File: src/verilog/pin_mux_pkg.sv
// Constants and types for the shared decoder and SPI pin multiplexer
package pin_mux_pkg;

   // Pad indices within the six-pin group
   localparam int PIN_COUNT = 6;
   localparam int PIN_HOME  = 0;
   localparam int PIN_SPI0_CLOCK_PIN = 1;
   localparam int PIN_SPI0_MASTER_OUT_PIN = 2;
   localparam int PIN_SPI0_MASTER_IN_PIN = 3;
   localparam int PIN_SS0   = 4;
   localparam int PIN_PHA1  = 5;

   // Pull-up enable bit positions in the port pull-up enable words
   localparam int PORTC_BIT_HOME  = 7;
   localparam int PORTC_BIT_PHA1  = 0;
   localparam int PORTE_BIT_SPI0_CLOCK_PIN = 4;
   localparam int PORTE_BIT_SPI0_MASTER_OUT_PIN = 5;
   localparam int PORTE_BIT_SPI0_MASTER_IN_PIN = 6;
   localparam int PORTE_BIT_SS0   = 7;

   // Port E general-purpose select bit positions, one per SPI-0 pin
   localparam int SEL_SPI0_CLOCK_PIN = 0;
   localparam int SEL_SPI0_MASTER_OUT_PIN = 1;
   localparam int SEL_SPI0_MASTER_IN_PIN = 2;
   localparam int SEL_SS0   = 3;

   // Reset values
   localparam logic [PIN_COUNT-1:0] PULLUP_RESET    = 6'h3F;
   localparam logic [PIN_COUNT-1:0] PAD_IN_RESET    = 6'h3F;
   localparam logic [3:0]           PORTE_GPIO_RESET = 4'h0;
   localparam logic                 PHA_ALT_RESET   = 1'b0;

   // Function of the decoder-0 home pin
   typedef enum logic [1:0] {
      HOME_DECODER = 2'h0,
      HOME_TIMER   = 2'h1,
      HOME_GPIO    = 2'h3
   } homeFunc_t;
   localparam logic [1:0] HOME_CODE_ILLEGAL = 2'h2;

   // Function of the decoder-1 phase-A pin while its alternate select is clear
   typedef enum logic [1:0] {
      PHA_DECODER = 2'h0,
      PHA_TIMER   = 2'h1,
      PHA_GPIO    = 2'h3
   } phaFunc_t;
   localparam logic [1:0] PHA_CODE_ILLEGAL = 2'h2;

endpackage : pin_mux_pkg

File: src/verilog/spi_decoder_pin_mux.sv
// Pad multiplexer and pull-up control for the decoder and SPI pin group
// Notes on behaviour
// - Home pin resets to decoder; timer, GPIO allowed
// - Port C bit 7 clear drops home pull-up
// - SPI-0 clock drives as master, inputs as slave
// - Four port E pins reset to SPI-0
// - Port E bit 4 clear drops clock pull-up
// - Master-out data leads sampling edge half period
// - Port E bit 5 clear drops master-out pull-up
// - Unselected slave releases master-in line
// - Master-in data leads latching edge half period
// - Port E bit 6 clear drops master-in pull-up
// - Slave select is input, flags addressed transfer
// - Port E bit 7 clear drops select pull-up
// - Phase-A pin reaches SPI-1 clock only when selected
// - Full variant: phase-A pin resets to decoder
// - Port C bit 0 clear drops phase-A pull-up
// - GPIO direction programmable per pin
`timescale 1ns/1ps
`default_nettype none

module spi_decoder_pin_mux
   import pin_mux_pkg::*;
#(
   parameter bit FULL_VARIANT = 1'b1
) (
   input  wire logic                 mclk,
   input  wire logic                 rst_n,
   // Configuration load
   input  wire logic                 cfgWr,
   input  wire logic [1:0]           cfgHomeFunc,
   input  wire logic [1:0]           cfgPhaseAFunc,
   input  wire logic                 cfgPhaseAAltSelect,
   input  wire logic [3:0]           cfgPortEGpio,
   input  wire logic [7:0]           portCPullupEnable,
   input  wire logic [7:0]           portEPullupEnable,
   // General-purpose I/O, one bit per pad index
   input  wire logic [PIN_COUNT-1:0] gpioDir,
   input  wire logic [PIN_COUNT-1:0] gpioOut,
   output logic      [PIN_COUNT-1:0] gpioIn,
   // Peripheral side
   input  wire logic                 timerA3Out,
   input  wire logic                 timerA3Oe,
   output logic                      timerA3In,
   output logic                      decoder0HomeIn,
   input  wire logic                 spi0Master,
   input  wire logic                 spi0ClkOut,
   input  wire logic                 spi0MosiOut,
   input  wire logic                 spi0MisoOut,
   output logic                      spi0ClkIn,
   output logic                      spi0MosiIn,
   output logic                      spi0MisoIn,
   output logic                      spi0SlaveSelected,
   input  wire logic                 timerB0Out,
   input  wire logic                 timerB0Oe,
   output logic                      timerB0In,
   output logic                      decoder1PhaseAIn,
   input  wire logic                 spi1Master,
   input  wire logic                 spi1ClkOut,
   output logic                      spi1ClkIn,
   // Pads
   input  wire logic [PIN_COUNT-1:0] padIn,
   output logic      [PIN_COUNT-1:0] padOut,
   output logic      [PIN_COUNT-1:0] padOe,
   output logic      [PIN_COUNT-1:0] padPullup
);

   function automatic logic pick(input logic useGpio, input logic gpioBit, input logic altBit);
      return useGpio ? gpioBit : altBit;
   endfunction : pick

   homeFunc_t             homeFunc_reg;
   phaFunc_t              phaFunc_reg;
   logic                  phaAlt_reg;
   logic [3:0]            portEGpio_reg;
   logic [PIN_COUNT-1:0]  pullup_reg;
   logic                  cfgSeen_reg;
   logic [PIN_COUNT-1:0]  sync1_reg;
   logic [PIN_COUNT-1:0]  sync2_reg;
   logic [PIN_COUNT-1:0]  sync3_reg;
   logic [PIN_COUNT-1:0]  padVal_reg;
   logic [PIN_COUNT-1:0]  padOut_reg;
   logic [PIN_COUNT-1:0]  padOe_reg;
   logic [PIN_COUNT-1:0]  gpioIn_reg;
   logic                  timerA3In_reg;
   logic                  homeIn_reg;
   logic                  spi0ClkIn_reg;
   logic                  spi0MosiIn_reg;
   logic                  spi0MisoIn_reg;
   logic                  spi0Sel_reg;
   logic                  timerB0In_reg;
   logic                  phaIn_reg;
   logic                  spi1ClkIn_reg;

   // Illegal codes leave the current function in place
   wire        homeLegal   = (cfgHomeFunc != HOME_CODE_ILLEGAL);
   wire        phaLegal    = (cfgPhaseAFunc != PHA_CODE_ILLEGAL);
   wire [1:0]  homeFunc_next = (cfgWr && homeLegal) ? cfgHomeFunc : homeFunc_reg;
   wire [1:0]  phaFunc_next  = (cfgWr && phaLegal) ? cfgPhaseAFunc : phaFunc_reg;
   wire        phaAlt_next   = cfgWr ? cfgPhaseAAltSelect : phaAlt_reg;
   wire [3:0]  portEGpio_next = cfgWr ? cfgPortEGpio : portEGpio_reg;

   wire [PIN_COUNT-1:0] pullup_next = cfgWr ? {
      portCPullupEnable[PORTC_BIT_PHA1],
      portEPullupEnable[PORTE_BIT_SS0],
      portEPullupEnable[PORTE_BIT_SPI0_MASTER_IN_PIN],
      portEPullupEnable[PORTE_BIT_SPI0_MASTER_OUT_PIN],
      portEPullupEnable[PORTE_BIT_SPI0_CLOCK_PIN],
      portCPullupEnable[PORTC_BIT_HOME]
   } : pullup_reg;

   // A change counts only once the second and third stages agree
   wire [PIN_COUNT-1:0] padVal_next =
      (padVal_reg & ~(sync2_reg ^ sync3_reg)) ^ ((sync2_reg ^ padVal_reg) & ~(sync2_reg ^ sync3_reg))
      | (padVal_reg & (sync2_reg ^ sync3_reg));

   // Function decode
   wire homeGpio  = (homeFunc_reg == HOME_GPIO);
   wire homeTimer = (homeFunc_reg == HOME_TIMER);
   wire homeDec   = (homeFunc_reg == HOME_DECODER);
   wire sclkGpio  = portEGpio_reg[SEL_SPI0_CLOCK_PIN];
   wire mosiGpio  = portEGpio_reg[SEL_SPI0_MASTER_OUT_PIN];
   wire misoGpio  = portEGpio_reg[SEL_SPI0_MASTER_IN_PIN];
   wire ssGpio    = portEGpio_reg[SEL_SS0];
   wire phaSpi    = phaAlt_reg;
   wire phaGpio   = !phaAlt_reg && (phaFunc_reg == PHA_GPIO);
   wire phaTimer  = !phaAlt_reg && (phaFunc_reg == PHA_TIMER);
   wire phaDec    = !phaAlt_reg && (phaFunc_reg == PHA_DECODER) && FULL_VARIANT;

   // Select is active low; only the slave uses it
   wire ssAsserted = !ssGpio && !padVal_reg[PIN_SS0];
   wire misoDrive  = !spi0Master && ssAsserted;

   wire [PIN_COUNT-1:0] padOe_next = {
      pick(phaGpio, gpioDir[PIN_PHA1], phaSpi ? spi1Master : (phaTimer & timerB0Oe)),
      pick(ssGpio, gpioDir[PIN_SS0], 1'b0),
      pick(misoGpio, gpioDir[PIN_SPI0_MASTER_IN_PIN], misoDrive),
      pick(mosiGpio, gpioDir[PIN_SPI0_MASTER_OUT_PIN], spi0Master),
      pick(sclkGpio, gpioDir[PIN_SPI0_CLOCK_PIN], spi0Master),
      pick(homeGpio, gpioDir[PIN_HOME], homeTimer & timerA3Oe)
   };

   // Clock and data share one register stage so their half-period skew survives
   wire [PIN_COUNT-1:0] padOut_next = {
      pick(phaGpio, gpioOut[PIN_PHA1], phaSpi ? spi1ClkOut : (phaTimer & timerB0Out)),
      pick(ssGpio, gpioOut[PIN_SS0], 1'b0),
      pick(misoGpio, gpioOut[PIN_SPI0_MASTER_IN_PIN], spi0MisoOut),
      pick(mosiGpio, gpioOut[PIN_SPI0_MASTER_OUT_PIN], spi0MosiOut),
      pick(sclkGpio, gpioOut[PIN_SPI0_CLOCK_PIN], spi0ClkOut),
      pick(homeGpio, gpioOut[PIN_HOME], homeTimer & timerA3Out)
   };

   wire [PIN_COUNT-1:0] gpioSel = {phaGpio, ssGpio, misoGpio, mosiGpio, sclkGpio, homeGpio};

   always_ff @(posedge mclk or negedge rst_n) begin
      if (!rst_n) begin
         homeFunc_reg  <= HOME_DECODER;
         phaFunc_reg   <= PHA_DECODER;
         phaAlt_reg    <= PHA_ALT_RESET;
         portEGpio_reg <= PORTE_GPIO_RESET;
         pullup_reg    <= PULLUP_RESET;
         cfgSeen_reg   <= 1'b0;
      end else begin
         homeFunc_reg  <= homeFunc_t'(homeFunc_next);
         phaFunc_reg   <= phaFunc_t'(phaFunc_next);
         phaAlt_reg    <= phaAlt_next;
         portEGpio_reg <= portEGpio_next;
         pullup_reg    <= pullup_next;
         cfgSeen_reg   <= cfgSeen_reg | cfgWr;
      end
   end

   always_ff @(posedge mclk or negedge rst_n) begin
      if (!rst_n) begin
         sync1_reg  <= PAD_IN_RESET;
         sync2_reg  <= PAD_IN_RESET;
         sync3_reg  <= PAD_IN_RESET;
         padVal_reg <= PAD_IN_RESET;
      end else begin
         sync1_reg  <= padIn;
         sync2_reg  <= sync1_reg;
         sync3_reg  <= sync2_reg;
         padVal_reg <= padVal_next;
      end
   end

   always_ff @(posedge mclk or negedge rst_n) begin
      if (!rst_n) begin
         padOut_reg <= '0;
         padOe_reg  <= '0;
      end else begin
         padOut_reg <= padOut_next;
         padOe_reg  <= padOe_next;
      end
   end

   // Deselected functions see a quiet low input
   always_ff @(posedge mclk or negedge rst_n) begin
      if (!rst_n) begin
         gpioIn_reg     <= '0;
         timerA3In_reg  <= 1'b0;
         homeIn_reg     <= 1'b0;
         spi0ClkIn_reg  <= 1'b0;
         spi0MosiIn_reg <= 1'b0;
         spi0MisoIn_reg <= 1'b0;
         spi0Sel_reg    <= 1'b0;
         timerB0In_reg  <= 1'b0;
         phaIn_reg      <= 1'b0;
         spi1ClkIn_reg  <= 1'b0;
      end else begin
         gpioIn_reg     <= padVal_reg & gpioSel;
         timerA3In_reg  <= homeTimer & padVal_reg[PIN_HOME];
         homeIn_reg     <= homeDec & padVal_reg[PIN_HOME];
         spi0ClkIn_reg  <= !sclkGpio & padVal_reg[PIN_SPI0_CLOCK_PIN];
         spi0MosiIn_reg <= !mosiGpio & padVal_reg[PIN_SPI0_MASTER_OUT_PIN];
         spi0MisoIn_reg <= !misoGpio & padVal_reg[PIN_SPI0_MASTER_IN_PIN];
         spi0Sel_reg    <= !spi0Master & ssAsserted;
         timerB0In_reg  <= phaTimer & padVal_reg[PIN_PHA1];
         phaIn_reg      <= phaDec & padVal_reg[PIN_PHA1];
         spi1ClkIn_reg  <= phaSpi & padVal_reg[PIN_PHA1];
      end
   end

   assign gpioIn            = gpioIn_reg;
   assign timerA3In         = timerA3In_reg;
   assign decoder0HomeIn    = homeIn_reg;
   assign spi0ClkIn         = spi0ClkIn_reg;
   assign spi0MosiIn        = spi0MosiIn_reg;
   assign spi0MisoIn        = spi0MisoIn_reg;
   assign spi0SlaveSelected = spi0Sel_reg;
   assign timerB0In         = timerB0In_reg;
   assign decoder1PhaseAIn  = phaIn_reg;
   assign spi1ClkIn         = spi1ClkIn_reg;
   assign padOut            = padOut_reg;
   assign padOe             = padOe_reg;
   assign padPullup         = pullup_reg;
endmodule : spi_decoder_pin_mux

`default_nettype wire

File: config.mk
export PLATFORM = sky130hd
export DESIGN_NAME = spi_decoder_pin_mux
export DESIGN_NICKNAME = d
export VERILOG_FILES = /design/src/verilog/pin_mux_pkg.sv /design/src/verilog/spi_decoder_pin_mux.sv
export SDC_FILE = /design/constraint.sdc
export NUM_CORES = 1
export LEC_CHECK = 0
export BUFFER_PORTS_ARGS = -buffer_cell sky130_fd_sc_hd__buf_2
export CORE_MARGIN = 3
export CORE_UTILIZATION = 51
export DETAILED_ROUTE_END_ITERATION = 8
export GPL_TIMING_DRIVEN = 0
export PLACE_DENSITY = 0.89
export SYNTH_ARGS = -nofsm -noshare
export SYNTH_HDL_FRONTEND = slang
export SYNTH_SLANG_ARGS = --single-unit
File: constraint.sdc
create_clock -name mclk -period 1.4 [get_ports mclk]
set_input_delay 0.07 -clock mclk [delete_from_list [all_inputs] [get_ports mclk]]
set_output_delay 0.07 -clock mclk [all_outputs]
set_load 0.01 [all_outputs]
==> qor.csv <==
metric;value;unit
end_kind;output pin;
crit_slowest_cell;dfstp_2;
ir_drop;0.889;mV
finalWirelength;4670;µm
max_freq;0.928;GHz
cts_resized;0;
antenna_found_initial;0;
grt_max_degree;67;
postLayoutCellArea;0.00323;mm²
ant_nets;0;
drc;0;
cp.buffers_inverters;1;
skew;0.00562;ns
fin_crit_sh;0.770;
design.die.area;0.00524;mm²
p_leak;1.55;nW
synth_area;0.00225;mm²
power_density;1260;mW/mm²
placed_cell_area;0.00269;mm²
slew_violations;0;
worst-r2r-cell-count;2;
netlist_instances;131;
layout_min_cycle_time;1.08;ns
mostFrequentLayoutCells;buf_2 (76), dfrtp_1 (36), dlygate4sd3_1 (36);
postCtsSetupRepairBufs;0;
drtPass1Iterations;4;
avgSynthCellArea;17.1;µm²
clock_sinks;66;
worstHoldPathType;in -> reg;
cp_max_fo;2;
yosysSeqAreaShare;0.752;
grt_pass1_wl;7530;µm
clkTransAtPathRegs;0.07;ns
area_delta_synth_final;43.8;%
relSlewSlack;0.485;
whs;0.0127;ns
core_area;0.00412;mm²
vias_per_cell;4.80;
io_buffers;77;
synth_nets;187;
dpl_worst_slack;0.0771;ns
hpwl;2850;µm
path_delay_family;flip-flops;
timing.rr.end;padOe[3];
cts_made_buffers;9;
final_common_cell;buf_2;
track_usage;0.197;
crit_arrival;1.01;ns
ys_ff_latch;66;
ys_warn_count;0;
cp-startpoint;padPullup[1];
vias;1489;
ys_types;24;
cts_root_buffer;clkbuf_8;
rsz0062_at_grt;false;
clk_latency;0.33;ns
cts_tree;yes;
num_io_pins;89;
drt-wirelength-per-cell;15.1;µm
status;complete, no violations;
place_congestion;0.738;
slowest_delay;0.54;ns
critical_path.cell_chain;buf_2;
num_rows;23;
cp-endpoint;padPullup[1];
start_util;0.546;
hold_violations;0;
drv_cap;0;
htree_levels;3;
fin_nets;311;
rrSetupSlack;0.42;ns
n_antenna_cell;0;
die_w;72.4;µm
setup-tns-final;0;ns
drt_iter0_markers;56;
setup_viol_count_final;0;
start_kind;flop;
timing.final.ws_setup;0.323;ns
clock_path_buffers;2;
drive_gt1_frac;0.550;
cp.depth;1;
grt_overflow;0;
tightestPinTransition;0.773;ns
grt_pass1_vias;1670;
required;1.33;ns
worst-setup-path-type;reg -> out;
die_y;72.4;µm
report_power, final:
group	internal (mW)	total, mW	switching, mW
registers	2.12	2.21	0.0940
logic	0.295	0.510	0.215
clock network	0.688	1.36	0.670
layout make-up:
cell class | instances | area (µm²)
tap | 50 | 62.6
multi-input combinational | 60 | 513
timing repair buffer | 113 | 748
buffer | 3 | 36.3
clock inverter | 4 | 27.5
fill | 246 | 886
inverter | 2 | 7.51
clock buffer | 12 | 145
sequential | 66 | 1690
synthesized netlist by cell type:
cell type	n	area share
a21oi_1	4	0.0089
a22o_2	2	0.0089
and2_1	7	0.019
and3_1	1	0.0028
and4b_1	1	0.0045
buf_12	1	0.0089
buf_6	1	0.0050
clkbuf_2	1	0.0022
dfrtp_1	36	0.40
dfstp_2	30	0.35
inv_1	2	0.0033
maj3_1	6	0.027
mux2_2	13	0.065
mux2_4	4	0.027
mux2i_1	4	0.018
nand2_1	3	0.0050
nand2b_1	3	0.0084
nor2_1	1	0.0017
nor2b_1	5	0.014
nor3_1	1	0.0022
nor3b_1	1	0.0033
nor4b_1	1	0.0039
nor4bb_1	1	0.0045
o21ai_0	2	0.0045
how the worst min path moves through the flow:
stage | start | to | slack [ns] | cells after the start
after CTS | timerA3Out | padOut[0] | 0.002 | 3
after detailed placement | padIn[2] | sync1_reg[2] | 0.18 | 1
after global placement | padIn[4] | sync1_reg[4] | 0.17 | 1
after floorplan | rst_n | decoder0HomeIn | -0.23 | 0
after global routing | timerA3Out | padOut[0] | 0.02 | 3
final | timerA3Out | padOut[0] | 0.01 | 3
logic make-up (layout without fill, tap and decap cells):
logic type                 count (synthesis)  after routing  share of synthesized area
AOI/OAI and AO/OA                          8              8                     0.0223
adders and majority gates                  6              6                     0.0267
buffers and inverters                      5            134                     0.0195
DFF                                       66             66                      0.752
muxes                                     21             21                      0.110
and+or+nand+nor                           25             25                     0.0696
metal layers:
metal	global-route usage	vias up	routed length (µm)
met5	0	-	0
met2	0.321	58	2460
li1	-	693	-
met3	0.0609	16	293
met4	0.132	0	138
met1	0.221	722	1770
stage by stage:
step | cells | power, mW | util
3_3_place_gp | 258 | 2.65 | 0.655
6_report | 310 | 4.08 | 0.785
3_5_place_dp | 258 | 2.67 | 0.655
5_1_grt | 310 | 4.28 | 0.785
4_1_cts | 309 | 4.11 | 0.782
2_1_floorplan | 131 | 2.44 | -
repair_timing:
action / in CTS / in global routing
hold buffers: 35 / 1
endpoints found under the setup margin: 0 / 0
hold endpoints to repair: 32 / 36
Note: power is estimated with default switching activity, not from simulation.
